===== src/core/sfc_cfg.svh =====
`ifndef SFC_CFG_SVH
`define SFC_CFG_SVH

// ----------------------------------------------------------------
// Operation codes, sent most significant bit first
// ----------------------------------------------------------------
`define SFC_OP_FAST_READ  8'h0B
`define SFC_OP_SIL_ID     8'hAB
`define SFC_OP_DEV_ID     8'h9F
`define SFC_OP_PAGE_WRITE 8'h02
`define SFC_OP_BULK_ERASE 8'hC7
`define SFC_OP_SECT_ERASE 8'hD8
// The write enable code sits outside this block; the value is a plain default.
`define SFC_OP_WREN       8'h06

// ----------------------------------------------------------------
// Header lengths in bits: code, address, dummy bytes
// ----------------------------------------------------------------
`define SFC_HB_CODE       6'd8
`define SFC_HB_ADDR       6'd32
`define SFC_HB_FAST       6'd40
`define SFC_HB_SIL_ID     6'd32
`define SFC_HB_DEV_ID     6'd24
`define SFC_HDR_W         40

// ----------------------------------------------------------------
// Link timing
// ----------------------------------------------------------------
`define SFC_CLK_NS        8
`define SFC_T_HALF_NS     20
`define SFC_T_CSSU_NS     10
`define SFC_T_CSH_NS      10
`define SFC_T_CSHI_NS     100
`define SFC_CYC(ns)       (((ns) + `SFC_CLK_NS - 1) / `SFC_CLK_NS)
`define SFC_LAST_BIT      3'h7
`define SFC_BITS_PER_BYTE 20'h0_0008

`endif


===== src/core/sfc_pkg.sv =====
`default_nettype none
`include "sfc_cfg.svh"

package sfc_pkg;

   typedef enum logic [2:0] {
      K_FAST_READ, K_SIL_ID, K_DEV_ID, K_PAGE_WRITE, K_BULK_ERASE, K_SECT_ERASE, K_WREN
   } sfc_kind_t;

   typedef enum logic [2:0] {
      ST_IDLE, ST_SETUP, ST_LOW, ST_HIGH, ST_HOLD, ST_GAP
   } sfc_state_t;

   typedef struct packed {
      sfc_kind_t   kind;
      logic [23:0] addr;
      logic [15:0] nbytes_m1;
   } sfc_cmd_t;

   typedef struct packed {
      logic [7:0] op;
      logic [5:0] hdr_bits;
      logic       rd;
      logic       wr;
      logic       wren;
   } sfc_fmt_t;

   function automatic sfc_fmt_t sfc_fmt(input sfc_kind_t k);
      sfc_fmt_t f;
      f = '{op: `SFC_OP_WREN, hdr_bits: `SFC_HB_CODE, rd: 1'b0, wr: 1'b0, wren: 1'b0};
      case (k)
         K_FAST_READ:  f = '{`SFC_OP_FAST_READ, `SFC_HB_FAST, 1'b1, 1'b0, 1'b0};
         K_SIL_ID:     f = '{`SFC_OP_SIL_ID, `SFC_HB_SIL_ID, 1'b1, 1'b0, 1'b0};
         K_DEV_ID:     f = '{`SFC_OP_DEV_ID, `SFC_HB_DEV_ID, 1'b1, 1'b0, 1'b0};
         K_PAGE_WRITE: f = '{`SFC_OP_PAGE_WRITE, `SFC_HB_ADDR, 1'b0, 1'b1, 1'b1};
         K_BULK_ERASE: f = '{`SFC_OP_BULK_ERASE, `SFC_HB_CODE, 1'b0, 1'b0, 1'b1};
         K_SECT_ERASE: f = '{`SFC_OP_SECT_ERASE, `SFC_HB_ADDR, 1'b0, 1'b0, 1'b1};
         default:      f = '{`SFC_OP_WREN, `SFC_HB_CODE, 1'b0, 1'b0, 1'b0};
      endcase
      return f;
   endfunction : sfc_fmt

endpackage : sfc_pkg

`default_nettype wire


===== src/core/sfc_host.sv =====
`default_nettype none
`include "sfc_cfg.svh"

module sfc_host (
   // Clock and reset
   input  wire logic              sys_clk,
   input  wire logic              reset_n,
   // Command port
   input  wire logic              cmd_valid,
   input  wire sfc_pkg::sfc_cmd_t cmd,
   output var  logic              cmd_ready,
   // Write data stream
   input  wire logic              wr_valid,
   input  wire logic [7:0]        wr_data,
   output var  logic              wr_ready,
   // Read data stream
   output var  logic              rd_valid,
   output var  logic [7:0]        rd_data,
   // Flash pins
   output var  logic              chip_select_n,
   output var  logic              serial_clock_in,
   output var  logic              serial_cmd_in,
   input  wire logic              serial_data_out
);

   // ----------------------------------------------------------------
   // Timing
   // ----------------------------------------------------------------
   // Half period from the slowest documented write clock keeps every command legal.
   localparam logic [7:0] HALF_M1 = 8'(`SFC_CYC(`SFC_T_HALF_NS) - 1);
   localparam logic [7:0] SU_M1   = 8'(`SFC_CYC(`SFC_T_CSSU_NS) - 1);
   localparam logic [7:0] HOLD_M1 = 8'(`SFC_CYC(`SFC_T_CSH_NS) - 1);
   localparam logic [7:0] GAP_M1  = 8'(`SFC_CYC(`SFC_T_CSHI_NS) - 1);

   // ----------------------------------------------------------------
   // State
   // ----------------------------------------------------------------
   sfc_pkg::sfc_state_t          state_ff;
   sfc_pkg::sfc_kind_t           kind_ff;
   sfc_pkg::sfc_cmd_t            cmd_ff;
   logic [`SFC_HDR_W-1:0]        hdr_ff;
   logic [5:0]                   hdr_left_ff;
   logic [16:0]                  byte_left_ff;
   logic [2:0]                   bit_ff;
   logic [7:0]                   tmr_ff;
   logic [7:0]                   tx_ff;
   logic [7:0]                   rx_ff;
   logic                         loaded_ff;
   logic                         pend_ff;
   logic                         sdo_meta_ff;
   logic                         sdo_sync_ff;

   // ----------------------------------------------------------------
   // Decode
   // ----------------------------------------------------------------
   wire                 accept_w = (state_ff == sfc_pkg::ST_IDLE) && cmd_ready && cmd_valid;
   wire                 tmr_zero = (tmr_ff == 8'h00);
   wire                 gap_end  = (state_ff == sfc_pkg::ST_GAP) && tmr_zero;
   wire                 load_w   = accept_w || (gap_end && pend_ff);
   wire sfc_pkg::sfc_cmd_t   ld_cmd   = accept_w ? cmd : cmd_ff;
   wire sfc_pkg::sfc_fmt_t   cmd_fmt  = sfc_pkg::sfc_fmt(cmd.kind);
   wire                 ld_pre   = accept_w && cmd_fmt.wren;
   wire sfc_pkg::sfc_kind_t  ld_kind  = ld_pre ? sfc_pkg::K_WREN : ld_cmd.kind;
   wire sfc_pkg::sfc_fmt_t   ld_fmt   = sfc_pkg::sfc_fmt(ld_kind);
   wire sfc_pkg::sfc_fmt_t   fmt      = sfc_pkg::sfc_fmt(kind_ff);
   wire                 in_hdr   = (hdr_left_ff != 6'h00);
   wire                 byte_end = !in_hdr && (bit_ff == `SFC_LAST_BIT);
   wire                 stall_w  = fmt.wr && !in_hdr && (bit_ff == 3'h0) && !loaded_ff;
   wire                 take_w   = stall_w && wr_valid && wr_ready;
   wire                 cur_bit  = in_hdr ? hdr_ff[`SFC_HDR_W-1] : (fmt.wr & tx_ff[7]);
   wire [16:0]          ld_bytes = (ld_fmt.rd || ld_fmt.wr) ? 17'(ld_cmd.nbytes_m1) + 17'h0_0001
                                                            : 17'h0_0000;
   // Frame ends on the eighth bit of the last byte, or after a bare header.
   // bare header: bulk erase or write enable code, sector erase code and address
   wire                 last_w   = (in_hdr && hdr_left_ff == 6'h01 && byte_left_ff == 17'h0_0000)
                                   || (byte_end && byte_left_ff == 17'h0_0001);

   // ----------------------------------------------------------------
   // Sequencer
   // ----------------------------------------------------------------
   always_ff @(posedge sys_clk) begin
      sdo_meta_ff <= serial_data_out;
      sdo_sync_ff <= sdo_meta_ff;
      rd_valid    <= 1'b0;
      if (!reset_n) begin
         state_ff <= sfc_pkg::ST_IDLE; kind_ff <= sfc_pkg::K_WREN; cmd_ff <= '0;
         hdr_ff <= '0; hdr_left_ff <= '0; byte_left_ff <= '0; bit_ff <= '0;
         tmr_ff <= '0; tx_ff <= '0; rx_ff <= '0; loaded_ff <= 1'b0; pend_ff <= 1'b0;
         cmd_ready <= 1'b0; wr_ready <= 1'b0; rd_data <= '0;
         chip_select_n <= 1'b1; serial_clock_in <= 1'b0; serial_cmd_in <= 1'b0;
      end else if (load_w) begin
         pend_ff      <= ld_pre;
         cmd_ff       <= ld_cmd;
         kind_ff      <= ld_kind;
         hdr_ff       <= {ld_fmt.op, ld_cmd.addr, 8'h00};
         hdr_left_ff  <= ld_fmt.hdr_bits;
         byte_left_ff <= ld_bytes;
         bit_ff       <= 3'h0;
         loaded_ff    <= 1'b0;
         cmd_ready    <= 1'b0;
         chip_select_n <= 1'b0;
         tmr_ff       <= SU_M1;
         state_ff     <= sfc_pkg::ST_SETUP;
      end else begin
         case (state_ff)
            sfc_pkg::ST_IDLE: begin
               cmd_ready <= 1'b1;
            end
            sfc_pkg::ST_SETUP: begin
               tmr_ff <= tmr_zero ? HALF_M1 : tmr_ff - 8'h01;
               if (tmr_zero) begin
                  state_ff <= sfc_pkg::ST_LOW;
               end
            end
            sfc_pkg::ST_LOW: begin
               serial_cmd_in <= cur_bit;
               wr_ready      <= stall_w && !take_w;
               if (take_w) begin
                  tx_ff     <= wr_data;
                  loaded_ff <= 1'b1;
                  tmr_ff    <= HALF_M1;
               end else if (!stall_w && tmr_zero) begin
                  serial_clock_in <= 1'b1;
                  rx_ff    <= {rx_ff[6:0], sdo_sync_ff};
                  tmr_ff   <= HALF_M1;
                  state_ff <= sfc_pkg::ST_HIGH;
               end else if (!stall_w) begin
                  tmr_ff <= tmr_ff - 8'h01;
               end
            end
            sfc_pkg::ST_HIGH: begin
               tmr_ff <= tmr_zero ? (last_w ? HOLD_M1 : HALF_M1) : tmr_ff - 8'h01;
               if (tmr_zero) begin
                  serial_clock_in <= 1'b0;
                  bit_ff          <= bit_ff + 3'h1;
                  hdr_ff          <= in_hdr ? {hdr_ff[`SFC_HDR_W-2:0], 1'b0} : hdr_ff;
                  hdr_left_ff     <= in_hdr ? hdr_left_ff - 6'h01 : hdr_left_ff;
                  tx_ff           <= in_hdr ? tx_ff : {tx_ff[6:0], 1'b0};
                  if (byte_end) begin
                     byte_left_ff <= byte_left_ff - 17'h0_0001;
                     loaded_ff    <= 1'b0;
                     rd_valid     <= fmt.rd;
                     rd_data      <= rx_ff;
                  end
                  state_ff <= last_w ? sfc_pkg::ST_HOLD : sfc_pkg::ST_LOW;
               end
            end
            sfc_pkg::ST_HOLD: begin
               tmr_ff <= tmr_zero ? GAP_M1 : tmr_ff - 8'h01;
               if (tmr_zero) begin
                  chip_select_n <= 1'b1;
                  state_ff      <= sfc_pkg::ST_GAP;
               end
            end
            sfc_pkg::ST_GAP: begin
               tmr_ff <= tmr_zero ? tmr_ff : tmr_ff - 8'h01;
               if (tmr_zero) begin
                  state_ff <= sfc_pkg::ST_IDLE;
               end
            end
            default: begin
               state_ff <= sfc_pkg::ST_IDLE;
            end
         endcase
      end
   end

   // ----------------------------------------------------------------
   // Checks
   // ----------------------------------------------------------------
   logic        sclk_d_ff;
   logic [19:0] edge_cnt_ff;
   logic [19:0] exp_bits_ff;
   logic [7:0]  obyte_ff;
   logic [16:0] rd_cnt_ff;
   logic        wren_done_ff;

   always_ff @(posedge sys_clk) begin
      sclk_d_ff <= serial_clock_in;
      if (!reset_n || chip_select_n) begin
         edge_cnt_ff <= '0;
         rd_cnt_ff   <= '0;
      end else begin
         edge_cnt_ff <= edge_cnt_ff + 20'((serial_clock_in && !sclk_d_ff));
         rd_cnt_ff   <= rd_cnt_ff + 17'(rd_valid);
      end
      if (serial_clock_in && !sclk_d_ff) begin
         obyte_ff <= {obyte_ff[6:0], serial_cmd_in};
      end
      if (load_w) begin
         exp_bits_ff <= 20'(ld_fmt.hdr_bits) + 20'(ld_bytes) * `SFC_BITS_PER_BYTE;
      end
      if (!reset_n) begin
         wren_done_ff <= 1'b0;
      end else if (state_ff == sfc_pkg::ST_HOLD && tmr_zero) begin
         wren_done_ff <= (kind_ff == sfc_pkg::K_WREN);
      end
   end

   // The count rests at eight until the ninth rise, and the code byte rests with it.
   wire op_seen = (edge_cnt_ff == `SFC_BITS_PER_BYTE);
endmodule : sfc_host

`default_nettype wire


===== config.mk =====
export PLATFORM = sky130hd
export DESIGN_NAME = sfc_host
export DESIGN_NICKNAME = d
export VERILOG_FILES = /design/src/core/sfc_pkg.sv /design/src/core/sfc_host.sv
export VERILOG_INCLUDE_DIRS = /design/src /design/src/core
export SDC_FILE = /design/constraint.sdc
export NUM_CORES = 1
export LEC_CHECK = 0
export BUFFER_PORTS_ARGS = -buffer_cell sky130_fd_sc_hd__buf_2
export CAP_MARGIN = 20
export CORE_ASPECT_RATIO = 0.8
export CORE_MARGIN = 2
export CORE_UTILIZATION = 45
export CTS_BUF_LIST = sky130_fd_sc_hd__clkbuf_8
export DETAILED_ROUTE_END_ITERATION = 10
export PLACE_DENSITY_LB_ADDON = 0.1
export SLEW_MARGIN = 40
export SYNTH_ARGS = -nofsm -noshare
export SYNTH_HDL_FRONTEND = slang
export SYNTH_SLANG_ARGS = --single-unit

===== constraint.sdc =====
create_clock -name sys_clk -period 4.4 [get_ports sys_clk]
set_clock_uncertainty 0.2 [all_clocks]
set_input_delay 0.88 -clock sys_clk [delete_from_list [all_inputs] [get_ports sys_clk]]
set_output_delay 0.88 -clock sys_clk [all_outputs]
set_load 0.03 [all_outputs]

# --- Word level (Yosys, flattened, before mapping) ---
# Index checks and enable logic that the tools add are counted.
totals:
  elab_cells: 189
  out_inout_bits: 14
  ff_bits: 149
op_classes:
  n_reduce_logical: 55
  bitwise_logic: 8
  add_sub_neg: 5
  mux: 53
  eq_ne: 43
op_table:
  columns: ["operator", "count"]
  rows:
  - ["$mux 40", 4]
  - ["$pmux 17 s6", 1]
  - ["$mux 17", 5]
  - ["$mux 8", 10]
  - ["$mux 43", 1]
  - ["$pmux 8 s5", 1]
  - ["$pmux 3 s6", 2]
  - ["$eq 3x3->1 const B", 9]
  - ["$eq 3x2->1 const B", 8]
  - ["$mux 3", 8]
  - ["$mux 6", 4]
  - ["$ne 2x2->1 const B", 11]
  - ["$ne 3x3->1 const B", 7]
  - ["$add 16x1->17 const B", 1]
  - ["$eq 17x1->1 const B", 1]
  - ["$logic_not 17->1", 1]
  - ["$sub 17x1->17 const B", 1]
  - ["$logic_and 1x1->1", 16]
  - ["$pmux 8 s2", 1]
  - ["$logic_not 3->1", 5]
  - ["$reduce_and 7->1", 2]
  - ["$eq 3x1->1 const B", 4]
  - ["$mux 1", 12]
  - ["$reduce_and 3->1", 4]
  - ["22 further kinds", 45]

# --- Logic depth before layout (Yosys ltp) ---
# Gate-level depths: netlist (run 1).
depth:
  ltp_word: 11
  mapped_depth: 14
  mapped_depth_nobuf: 11

# --- Least setup slack after synthesis (run 1) ---
# No wires, ideal clock.
synth_path:
  path_type: "input-to-reg"
  start: "input port cmd_valid"
  end: "register byte_left_ff[14]"
  slack_ps: 1058
  cell_stages: 13
  t_required_ps: 4066
  setup_time_ps: 134
  t_arrival_ps: 3008
  cell_sequence: "nand2_1 -> nor2_2 -> buf_2 -> buf_2 -> nand2_1 -> nand2_1 -> ha_1 -> nand3_1 -> nor2_1 -> and3_1 -> a31oi_1 -> o311ai_0 -> o22ai_1"
synth_rtl:
  columns: ["element", "line_no", "rtl"]
  rows:
  - ["start, declared", "sfc_host.sv:9", "input wire logic cmd_valid,"]
  - ["end signal, assigned", "sfc_host.sv:97", "byte_left_ff <= ld_bytes;"]
  - ["end signal, assigned", "sfc_host.sv:140", "byte_left_ff <= byte_left_ff - 17'h0_0001;"]
  - ["end, declared", "sfc_host.sv:43", "logic [16:0] byte_left_ff;"]

==> key figures, run 1 <==
Timing
  – Final Setup Violations: 0
  – RSZ-0062 raised after global routing: no
  – Hold Violations, Final: 0
  – Peak Freq: 280 MHz
  – Hold_ws: 0.134 ns
  – Minimum clock period: 3.57 ns
  – Tcrit/Tclk final: 0.811
  – Relative slew slack: 0.487
  – Max-slew violations: 0
  – Setup TNS Final: 0 ns
  – Worst-Margin Slew: 0.764 ns

Power
  – Comb pwr share: 0.373
  – Sequential share of power: 0.383
  – Peak supply drop: 0.279 mV
  – Clk pwr share: 0.243
  – Power Dens Cells: 556 nW/um^2
  – Internal power: 2.71 mW
  – Switching Share: 0.405
  – Power, Total: 4.55 mW
  – Leak: 3.17 nW
  – P_sw: 1.84 mW

Worst setup path
  – CP arrival: 3.70 ns
  – Crit path kind: reg2reg
  – Crit path launch type: register
  – Crit. End Element: register
  – CP Data Required Time: 4.53 ns
  – Most used cell, CP: nand2_1
  – Slowest CP cell: or3_1
  – Register-to-register path setup slack: 0.83 ns
  – Buf+Inv Stages, Crit Path: 1
  – Crit path from: state_ff[0]
  – Top Family by Delay on Critical Path: simple AND/OR/NAND/NOR gates
  – R2R Path Start: state_ff[0]
  – CP Max Fanout: 22
  – CP peak stage delay: 0.60 ns
  – Cells along the critical path: or3_1 > nor2_4 > buf_4 > nand2_1 > nand2_1 > ha_1 > nand3_1 > nor2_1 > and3_1 > a31oi_1 > o311ai_0 > o22ai_1

Floorplanning
  – Starting density of the core: 0.462
  – Die H: 118 um
  – Row count: 41
  – Die width: 146 um
  – Die area: 17,300 sq um
  – Core ar.: 15,800 sq um
  – Io pins: 70

GRT
  – Grt met3 use: 0.0473
  – Total track usage: 0.215
  – M1 GR Usage: 0.329
  – Largest net degree at the start of global routing: 93
  – M2 GR Usage: 0.298
  – Total gr overflow: 0
  – Antenna violations before repair: 0
  – First-pass GRT wire length: 30,200 um
  – Number of global-route vias before repair: 5,914
  – GR peak layer: met1

Route
  – Initial DRC count: 472
  – Via density: 5.47
  – Initial DRT Pass Iterations: 6
  – Drt drc: 0
  – Via count: 6,439
  – Wirelength per Cell: 15.6 um
  – Post-route ant nets: 0
  – Post-Route WL: 18,400 um

Clocking
  – PostCTS Resize Cnt: 0
  – Skew-Pair Late Insertion Delay: 0.46 ns
  – Post-CTS Setup Inserts: 0
  – CTS tree: yes
  – Clock slew at reported path FFs: 0.09 ns
  – Cts bufs inserted: 17
  – Clock tree buffer depth: 2
  – H-tree depth: 4
  – Root Buffer: clkbuf_8
  – Hold_buf cts: 0
  – CTS sink count: 149

Finish
  – Most common cell after layout, fill and taps aside: dfxtp_1
  – Share of layout cells above drive strength 1: 0.143
  – Final nets: 1,016
  – Fillers: 1,565
  – Area grow syn2layout: 12.2%
  – Antenna diode count: 0
  – Most frequent cells in the layout: dfxtp_1, nand2_1, nor2_1
  – Core Util, Final: 0.518
  – Final Cell Area: 8190 sq um

Synthesis
  – Post-synth ARST share: 0
  – Netlist cell types: 70
  – Mapped Area: 7290 sq um
  – Top FF cell, synth: dfxtp_1
  – Synth Instances: 902
  – FF+latch count, synth: 149
  – Avg Cell Area, Syn: 8.09 sq um
  – Post-synth EDFFs: 0
  – Largest cells by area after synthesis: dfxtp_1, nand2_1, nor2_1
  – Sequential fraction of the synthesis area: 0.409
  – Area leader, netlist: dfxtp_1
  – Yosys warns: 0
  – Synthesized net count: 969
  – Synth top area share: 0.409

Min path
  – Hold Startpoint: sdo_meta_ff
  – Min-delay worst type: reg2reg

Placement
  – Post-DP HPWL: 12,800 um
  – Routability-driven placement congestion ratio: 0.854
  – I/O Buffers: 69
  – Cell Area, Placed: 7770 sq um

Status
  – Status: finished, final reports clean

Run
  – Max_cap viols: 0
## cell families (layout without fill, tap and decap cells)
logic type,after synthesis,in the layout,share of synthesized area
AO/OA/AOI/OAI,169,169,0.150
XOR/XNOR,44,44,0.0528
adder cells (fa/ha/maj),11,11,0.0189
buffers and inverters,73,133,0.0455
flip-flops,149,149,0.409
multiplexers,41,41,0.0569
AND/OR/NAND/NOR,415,415,0.267
## routing by layer
metal	up-vias	part of all wire
met5	-	0
met4	0	0.0098
met3	15	0.056
met2	184	0.40
met1	2994	0.54
li1	3246	-
## cell type report
class	count	area (sq um)	share of cell area
Sequential cell	149	2980	0.364
Inverter	19	71.3	0.00871
Clock inverter	14	165	0.0202
Multi-Input combinational cell	680	4000	0.488
Tap cell	215	269	0.0329
Clock buffer	18	248	0.0303
Timing Repair Buffer	82	455	0.0556
## cells in the mapped netlist (3+ instances only)
| library cell | n |
|---|---|
| and2_1 | 3 |
| or4_1 | 7 |
| inv_1 | 19 |
| a22oi_1 | 3 |
| buf_4 | 3 |
| o21a_1 | 4 |
| xnor2_1 | 33 |
| nor2_2 | 3 |
| a2111oi_0 | 3 |
| a311oi_1 | 12 |
| o22ai_1 | 6 |
| mux2i_1 | 39 |
| nor3_1 | 21 |
| a221oi_1 | 5 |
| nand2_1 | 144 |
| and3_1 | 20 |
| nand4_1 | 8 |
| nor2_1 | 119 |
| or3_1 | 6 |
| nor2b_1 | 3 |
| xor2_1 | 11 |
| o211a_1 | 3 |
| a31oi_1 | 16 |
| nand2b_1 | 6 |
| buf_6 | 4 |
| buf_2 | 12 |
| dfxtp_1 | 149 |
| buf_1 | 4 |
| nor4_1 | 12 |
| o21ai_0 | 39 |
| ha_1 | 11 |
| clkbuf_1 | 30 |
| a21oi_1 | 53 |
| and4_1 | 3 |
| nand3_1 | 42 |
## final timing paths
check                                   endpoint  cells past startpoint
worst max register to register  byte_left_ff[14]                     12
worst min-delay path                 sdo_sync_ff                      0
worst min register to register       sdo_sync_ff                      0
worst max-delay path            byte_left_ff[14]                     12
## registers in the layout, indices dropped and copies added, names as in the netlist
signal,count
bit_ff,3
byte_left_ff,17
chip_select_n,1
cmd_ff,43
cmd_ready,1
hdr_ff,32
hdr_left_ff,6
kind_ff,3
loaded_ff,1
pend_ff,1
rd_data,8
rd_valid,1
rx_ff,8
sdo_meta_ff,1
sdo_sync_ff,1
serial_clock_in,1
serial_cmd_in,1
state_ff,3
tmr_ff,8
tx_ff,8
wr_ready,1
## stage by stage
stage               std cells  setup WS (ns)
global route             1177          0.567
detailed placement       1145          0.860
floorplan                 902           1.06
CTS                      1177          0.879
global placement         1145          0.950
finish                   1177          0.833
## power groups by stage
stage               sequential (mW)  clock, mW  combinational [mW]
floorplan                      1.72          0                1.38
global placement               1.77          0                1.68
CTS                            1.74       1.14                1.69
detailed placement             1.77          0                1.68
global route                   1.77       1.19                1.88
finish                         1.74       1.11                1.70
## worst reg2reg max path, delay by kind of cell (launching register included)
| family | cells | cell delay, ns |
|---|---|---|
| adders and majority gates | 1 | 0.19 |
| buffers and inverters | 1 | 0.33 |
| AOI/OAI and AO/OA | 3 | 0.58 |
| and+or+nand+nor | 7 | 1.62 |
| DFF | 1 | 0.50 |
Power figures use the tool's default switching activity.
==> run 2: changes to the inputs <==
clock period = 3.4 ns   (was 4.4 ns; I/O delays follow)
==> key figures, run 2 (synthesized netlist as in run 1, its figures left out) <==
GRT
  – Number of global-route vias before repair: 5,793
  – First-pass GRT wire length: 30,900 um
  – M1 GR Usage: 0.358
  – Antenna violations before repair: 0
  – Total track usage: 0.220
  – GR peak layer: met1
  – Total gr overflow: 0
  – Grt met3 use: 0.0585
  – Largest net degree at the start of global routing: 93
  – M2 GR Usage: 0.279

Route
  – Initial DRC count: 467
  – Via count: 6,459
  – Post-route ant nets: 0
  – Drt drc: 0
  – Via density: 5.44
  – Wirelength per Cell: 15.6 um
  – Initial DRT Pass Iterations: 5
  – Post-Route WL: 18,500 um

Clocking
  – Skew-Pair Late Insertion Delay: 0.46 ns
  – Clock tree buffer depth: 2
  – PostCTS Resize Cnt: 0
  – Post-CTS Setup Inserts: 0
  – CTS tree: yes
  – CTS sink count: 149
  – H-tree depth: 4
  – Hold_buf cts: 0
  – Clock slew at reported path FFs: 0.09 ns
  – Cts bufs inserted: 17
  – Root Buffer: clkbuf_8

Worst setup path
  – CP peak stage delay: 0.62 ns
  – Crit. End Element: register
  – Cells along the critical path: inv_1 > ha_1 > or3b_2 > nor2_4 > a41oi_4 > a2111oi_0 > o22ai_1 > a21oi_1
  – CP Data Required Time: 3.59 ns
  – Slowest CP cell: a2111oi_0
  – R2R Path Start: tmr_ff[0]
  – Crit path launch type: register
  – Crit path kind: reg2reg
  – R2r endpoint: byte_left_ff[3]
  – Register-to-register path setup slack: 0.38 ns
  – R2r worst-path depth: 8
  – CP Max Fanout: 11
  – CP arrival: 3.21 ns

Power
  – Peak supply drop: 0.353 mV
  – Power, Total: 5.88 mW
  – Power Dens Cells: 714 nW/um^2
  – Leak: 3.22 nW

Min path
  – Hold Crit Depth: 1
  – Hold Crit Endpoint: sdo_meta_ff
  – Hold Startpoint: serial_data_out
  – Min-delay worst type: in2reg

Finish
  – Core Util, Final: 0.522
  – Top flop regs: cmd_ff: 43 flops, hdr_ff: 32 flops, byte_left_ff: 17 flops
  – Area grow syn2layout: 13.0%
  – Non-Filler Instances: 1,188
  – Final nets: 1,027
  – Final Cell Area: 8240 sq um
  – Antenna diode count: 0
  – Most frequent cells in the layout: dfxtp_1, nand2_1, nor2_1
  – Max reg flops: 43
  – Share of layout cells above drive strength 1: 0.153
  – Most common cell after layout, fill and taps aside: dfxtp_1
  – Largest reg by FF count: cmd_ff

Timing
  – Peak Freq: 332 MHz
  – Max-slew violations: 0
  – Relative slew slack: 0.489
  – Setup ws final: 0.384 ns
  – Tcrit/Tclk final: 0.887
  – Worst-Margin Slew: 0.761 ns
  – Setup TNS Final: 0 ns
  – Hold Violations, Final: 0
  – Minimum clock period: 3.02 ns
  – Hold_ws: 0.111 ns
  – Final Setup Violations: 0
  – RSZ-0062 raised after global routing: no

Floorplanning
  – Io pins: 70
  – Starting density of the core: 0.462
  – Row count: 41
  – Die area: 17,300 sq um
  – Core ar.: 15,800 sq um
  – Die H: 118 um
  – Die width: 146 um

Placement
  – I/O Buffers: 69
  – Routability-driven placement congestion ratio: 0.844
  – Cell Area, Placed: 7860 sq um
  – Placed insts: 1,156
  – Post-DP HPWL: 13,000 um
  – Pre-CTS WS: 0.336 ns

Run
  – Max_cap viols: 0

Status
  – Status: finished, final reports clean
run 2: cell types whose count changed in the layout (fill, tap and decap cells not counted), sizes merged:
cell    delta
inv        +2
buf       +11
bufinv     -1
clkinv     -1
run 2: worst max-delay path, delay by kind of cell (launching register included):
kind | cells | cell delay [ns]
simple gates | 2 | 0.83
buf+inv | 1 | 0.13
flops | 1 | 0.37
fa+ha+maj | 1 | 0.18
compound gates | 4 | 1.22
run 2: power breakdown:
group | total [mW] | switching [mW] | internal [mW] | leakage (nW)
Combinational | 2.29 | 1.45 | 0.843 | 1.82
Clock | 1.36 | 0.748 | 0.617 | 0.194
Sequential | 2.22 | 0.208 | 2.02 | 1.21
run 2: layer usage:
metal,vias up,part of all wire
met5,-,0
met4,0,0.010
met3,20,0.068
met2,205,0.38
met1,2959,0.54
li1,3275,-
run 2: layout make-up:
class,instances,area (sq um)
fill,1592,7560
clock buffer,18,248
inverter,19,71.3
tap,215,269
timing repair buffer,93,538
sequential,149,2980
multi-input combinational,680,4000
clock inverter,14,136
run 2: worst max-delay path by stage:
stage,from,to,slack (ns)
finish,tmr_ff[0],byte_left_ff[3],0.38
CTS,tmr_ff[0],byte_left_ff[3],0.43
floorplan,state_ff[0],byte_left_ff[14],0.25
global route,tmr_ff[0],byte_left_ff[3],0.15
global placement,cmd_valid,state_ff[1],0.41
detailed placement,cmd_valid,byte_left_ff[14],0.34
==> run 3: changes to the inputs <==
CORE_UTILIZATION = 59   (was 45)
HOLD_SLACK_MARGIN = 0.15   (was not set)
==> key figures, run 3 (synthesized netlist as in run 1, its figures left out) <==
Status
  – Status: finished, final reports clean

Clocking
  – CTS tree: yes
  – CTS sink count: 149
  – PostCTS Resize Cnt: 0
  – Clock tree buffer depth: 2
  – Cts bufs inserted: 17
  – H-tree depth: 4
  – Clock slew at reported path FFs: 0.09 ns
  – Post-CTS Setup Inserts: 0
  – Skew-Pair Late Insertion Delay: 0.47 ns
  – Root Buffer: clkbuf_8

GRT
  – Antenna violations before repair: 0
  – Number of global-route vias before repair: 6,061
  – Total gr overflow: 0
  – First-pass GRT wire length: 30,400 um
  – Total track usage: 0.295
  – Largest net degree at the start of global routing: 57

Worst setup path
  – CP Max Fanout: 10
  – Crit path launch type: register
  – Cells along the critical path: or3_1 > nor2_4 > buf_4 > nand2_1 > nand2_1 > ha_1 > nand3_1 > nor2_1 > and3_1 > a31oi_1 > o311ai_0 > o22ai_1
  – CP Data Required Time: 3.55 ns
  – Most used cell, CP: nand2_1
  – R2R Path Start: state_ff[0]
  – CP arrival: 3.24 ns
  – Slowest CP cell: or3_1
  – Register-to-register path setup slack: 0.31 ns
  – Crit. End Element: register
  – R2r worst-path depth: 12
  – CP peak stage delay: 0.47 ns
  – Crit path kind: reg2reg
  – R2r endpoint: byte_left_ff[14]

Finish
  – Max reg flops: 43
  – Core Util, Final: 0.679
  – Most common cell after layout, fill and taps aside: dfxtp_1
  – Final nets: 1,034
  – Largest reg by FF count: cmd_ff
  – Most frequent cells in the layout: dfxtp_1, nand2_1, nor2_1
  – Antenna diode count: 0
  – Top flop regs: cmd_ff: 43 flops, hdr_ff: 32 flops, byte_left_ff: 17 flops
  – Area grow syn2layout: 12.7%
  – Share of layout cells above drive strength 1: 0.158

Timing
  – Peak Freq: 324 MHz
  – Max-slew violations: 0
  – Setup ws final: 0.310 ns
  – Worst-Margin Slew: 0.829 ns
  – Setup TNS Final: 0 ns
  – Minimum clock period: 3.09 ns
  – RSZ-0062 raised after global routing: no
  – Final Setup Violations: 0
  – Hold_ws: 0.154 ns
  – Tcrit/Tclk final: 0.909
  – Relative slew slack: 0.443
  – Hold Violations, Final: 0

Floorplanning
  – Die width: 128 um
  – Die area: 13,300 sq um
  – Io pins: 70
  – Core ar.: 12,100 sq um
  – Starting density of the core: 0.602
  – Die H: 103 um
  – Row count: 36

Route
  – Post-Route WL: 19,200 um
  – Via count: 6,759
  – Initial DRC count: 675
  – Via density: 5.97
  – Initial DRT Pass Iterations: 5
  – Post-route ant nets: 0
  – Drt drc: 0
  – Wirelength per Cell: 17.0 um

Run
  – Max_cap viols: 0

Min path
  – Hold Crit Depth: 0
  – Hold Crit Endpoint: sdo_sync_ff
  – Hold Startpoint: sdo_meta_ff
  – Min-delay worst type: reg2reg

Placement
  – Routability-driven placement congestion ratio: 0.974
  – I/O Buffers: 69
  – Post-DP HPWL: 13,600 um
  – Pre-CTS WS: 0.274 ns

Power
  – Leak: 3.26 nW
  – Peak supply drop: 0.488 mV
  – Power Dens Cells: 730 nW/um^2
[run 3: area by class of cell]
class / count / area [sq um]
Tap cell: 152 / 190
Clock inverter: 13 / 139
Fill cell: 1018 / 3890
Clock buffer: 19 / 262
Timing Repair Buffer: 100 / 581
Multi-Input combinational cell: 680 / 4000
Sequential cell: 149 / 2980
Inverter: 19 / 71.3
[run 3: layer usage]
layer / vias to the layer above / GRT usage / wire [um]
met5: - / 0 / 0
met2: 251 / 0.442 / 8430
met3: 21 / 0.0895 / 1460
met4: 0 / 0.0693 / 193
met1: 3194 / 0.418 / 9160
li1: 3293 / - / -
[run 3: worst max-delay path by stage]
| stage | from | endpoint | slack [ns] | cells past startpoint |
|---|---|---|---|---|
| CTS | state_ff[0] | byte_left_ff[14] | 0.34 | 12 |
| floorplan | state_ff[0] | byte_left_ff[14] | 0.25 | 14 |
| finish | state_ff[0] | byte_left_ff[14] | 0.31 | 12 |
| global route | state_ff[0] | byte_left_ff[14] | 0.07 | 12 |
| detailed placement | cmd_valid | byte_left_ff[14] | 0.27 | 13 |
| global placement | cmd_valid | state_ff[1] | 0.40 | 7 |
[run 3: repair_timing]
item / 4_1_cts / 5_1_grt
hold buffers: 1 / 0
endpoints found under the setup margin: 0 / 0
hold endpoints to repair: 1 / 0
[run 3: power breakdown]
group          switching (mW)  internal (mW)  total [mW]
Clock                   0.746          0.645        1.39
Combinational            1.50          0.873        2.37
Sequential              0.221           2.02        2.24
Total                    2.46           3.53        6.00
[run 3: per-stage QoR]
stage / power (mW) / cells / area, sq um
floorplan: 4.01 / 902 / 7290
global placement: 4.52 / 1099 / 7810
detailed placement: 4.56 / 1099 / 7810
CTS: 5.95 / 1132 / 8220
global route: 6.33 / 1132 / 8220
finish: 6.00 / 1132 / 8220
[run 3: worst max-delay path: cells and delay by family, from the launching register on]
family	cells	cell delay (ns)
DFF	1	0.42
buffers and inverters	1	0.18
and+or+nand+nor	7	1.35
AOI/OAI and AO/OA	3	0.62
adders and majority gates	1	0.22
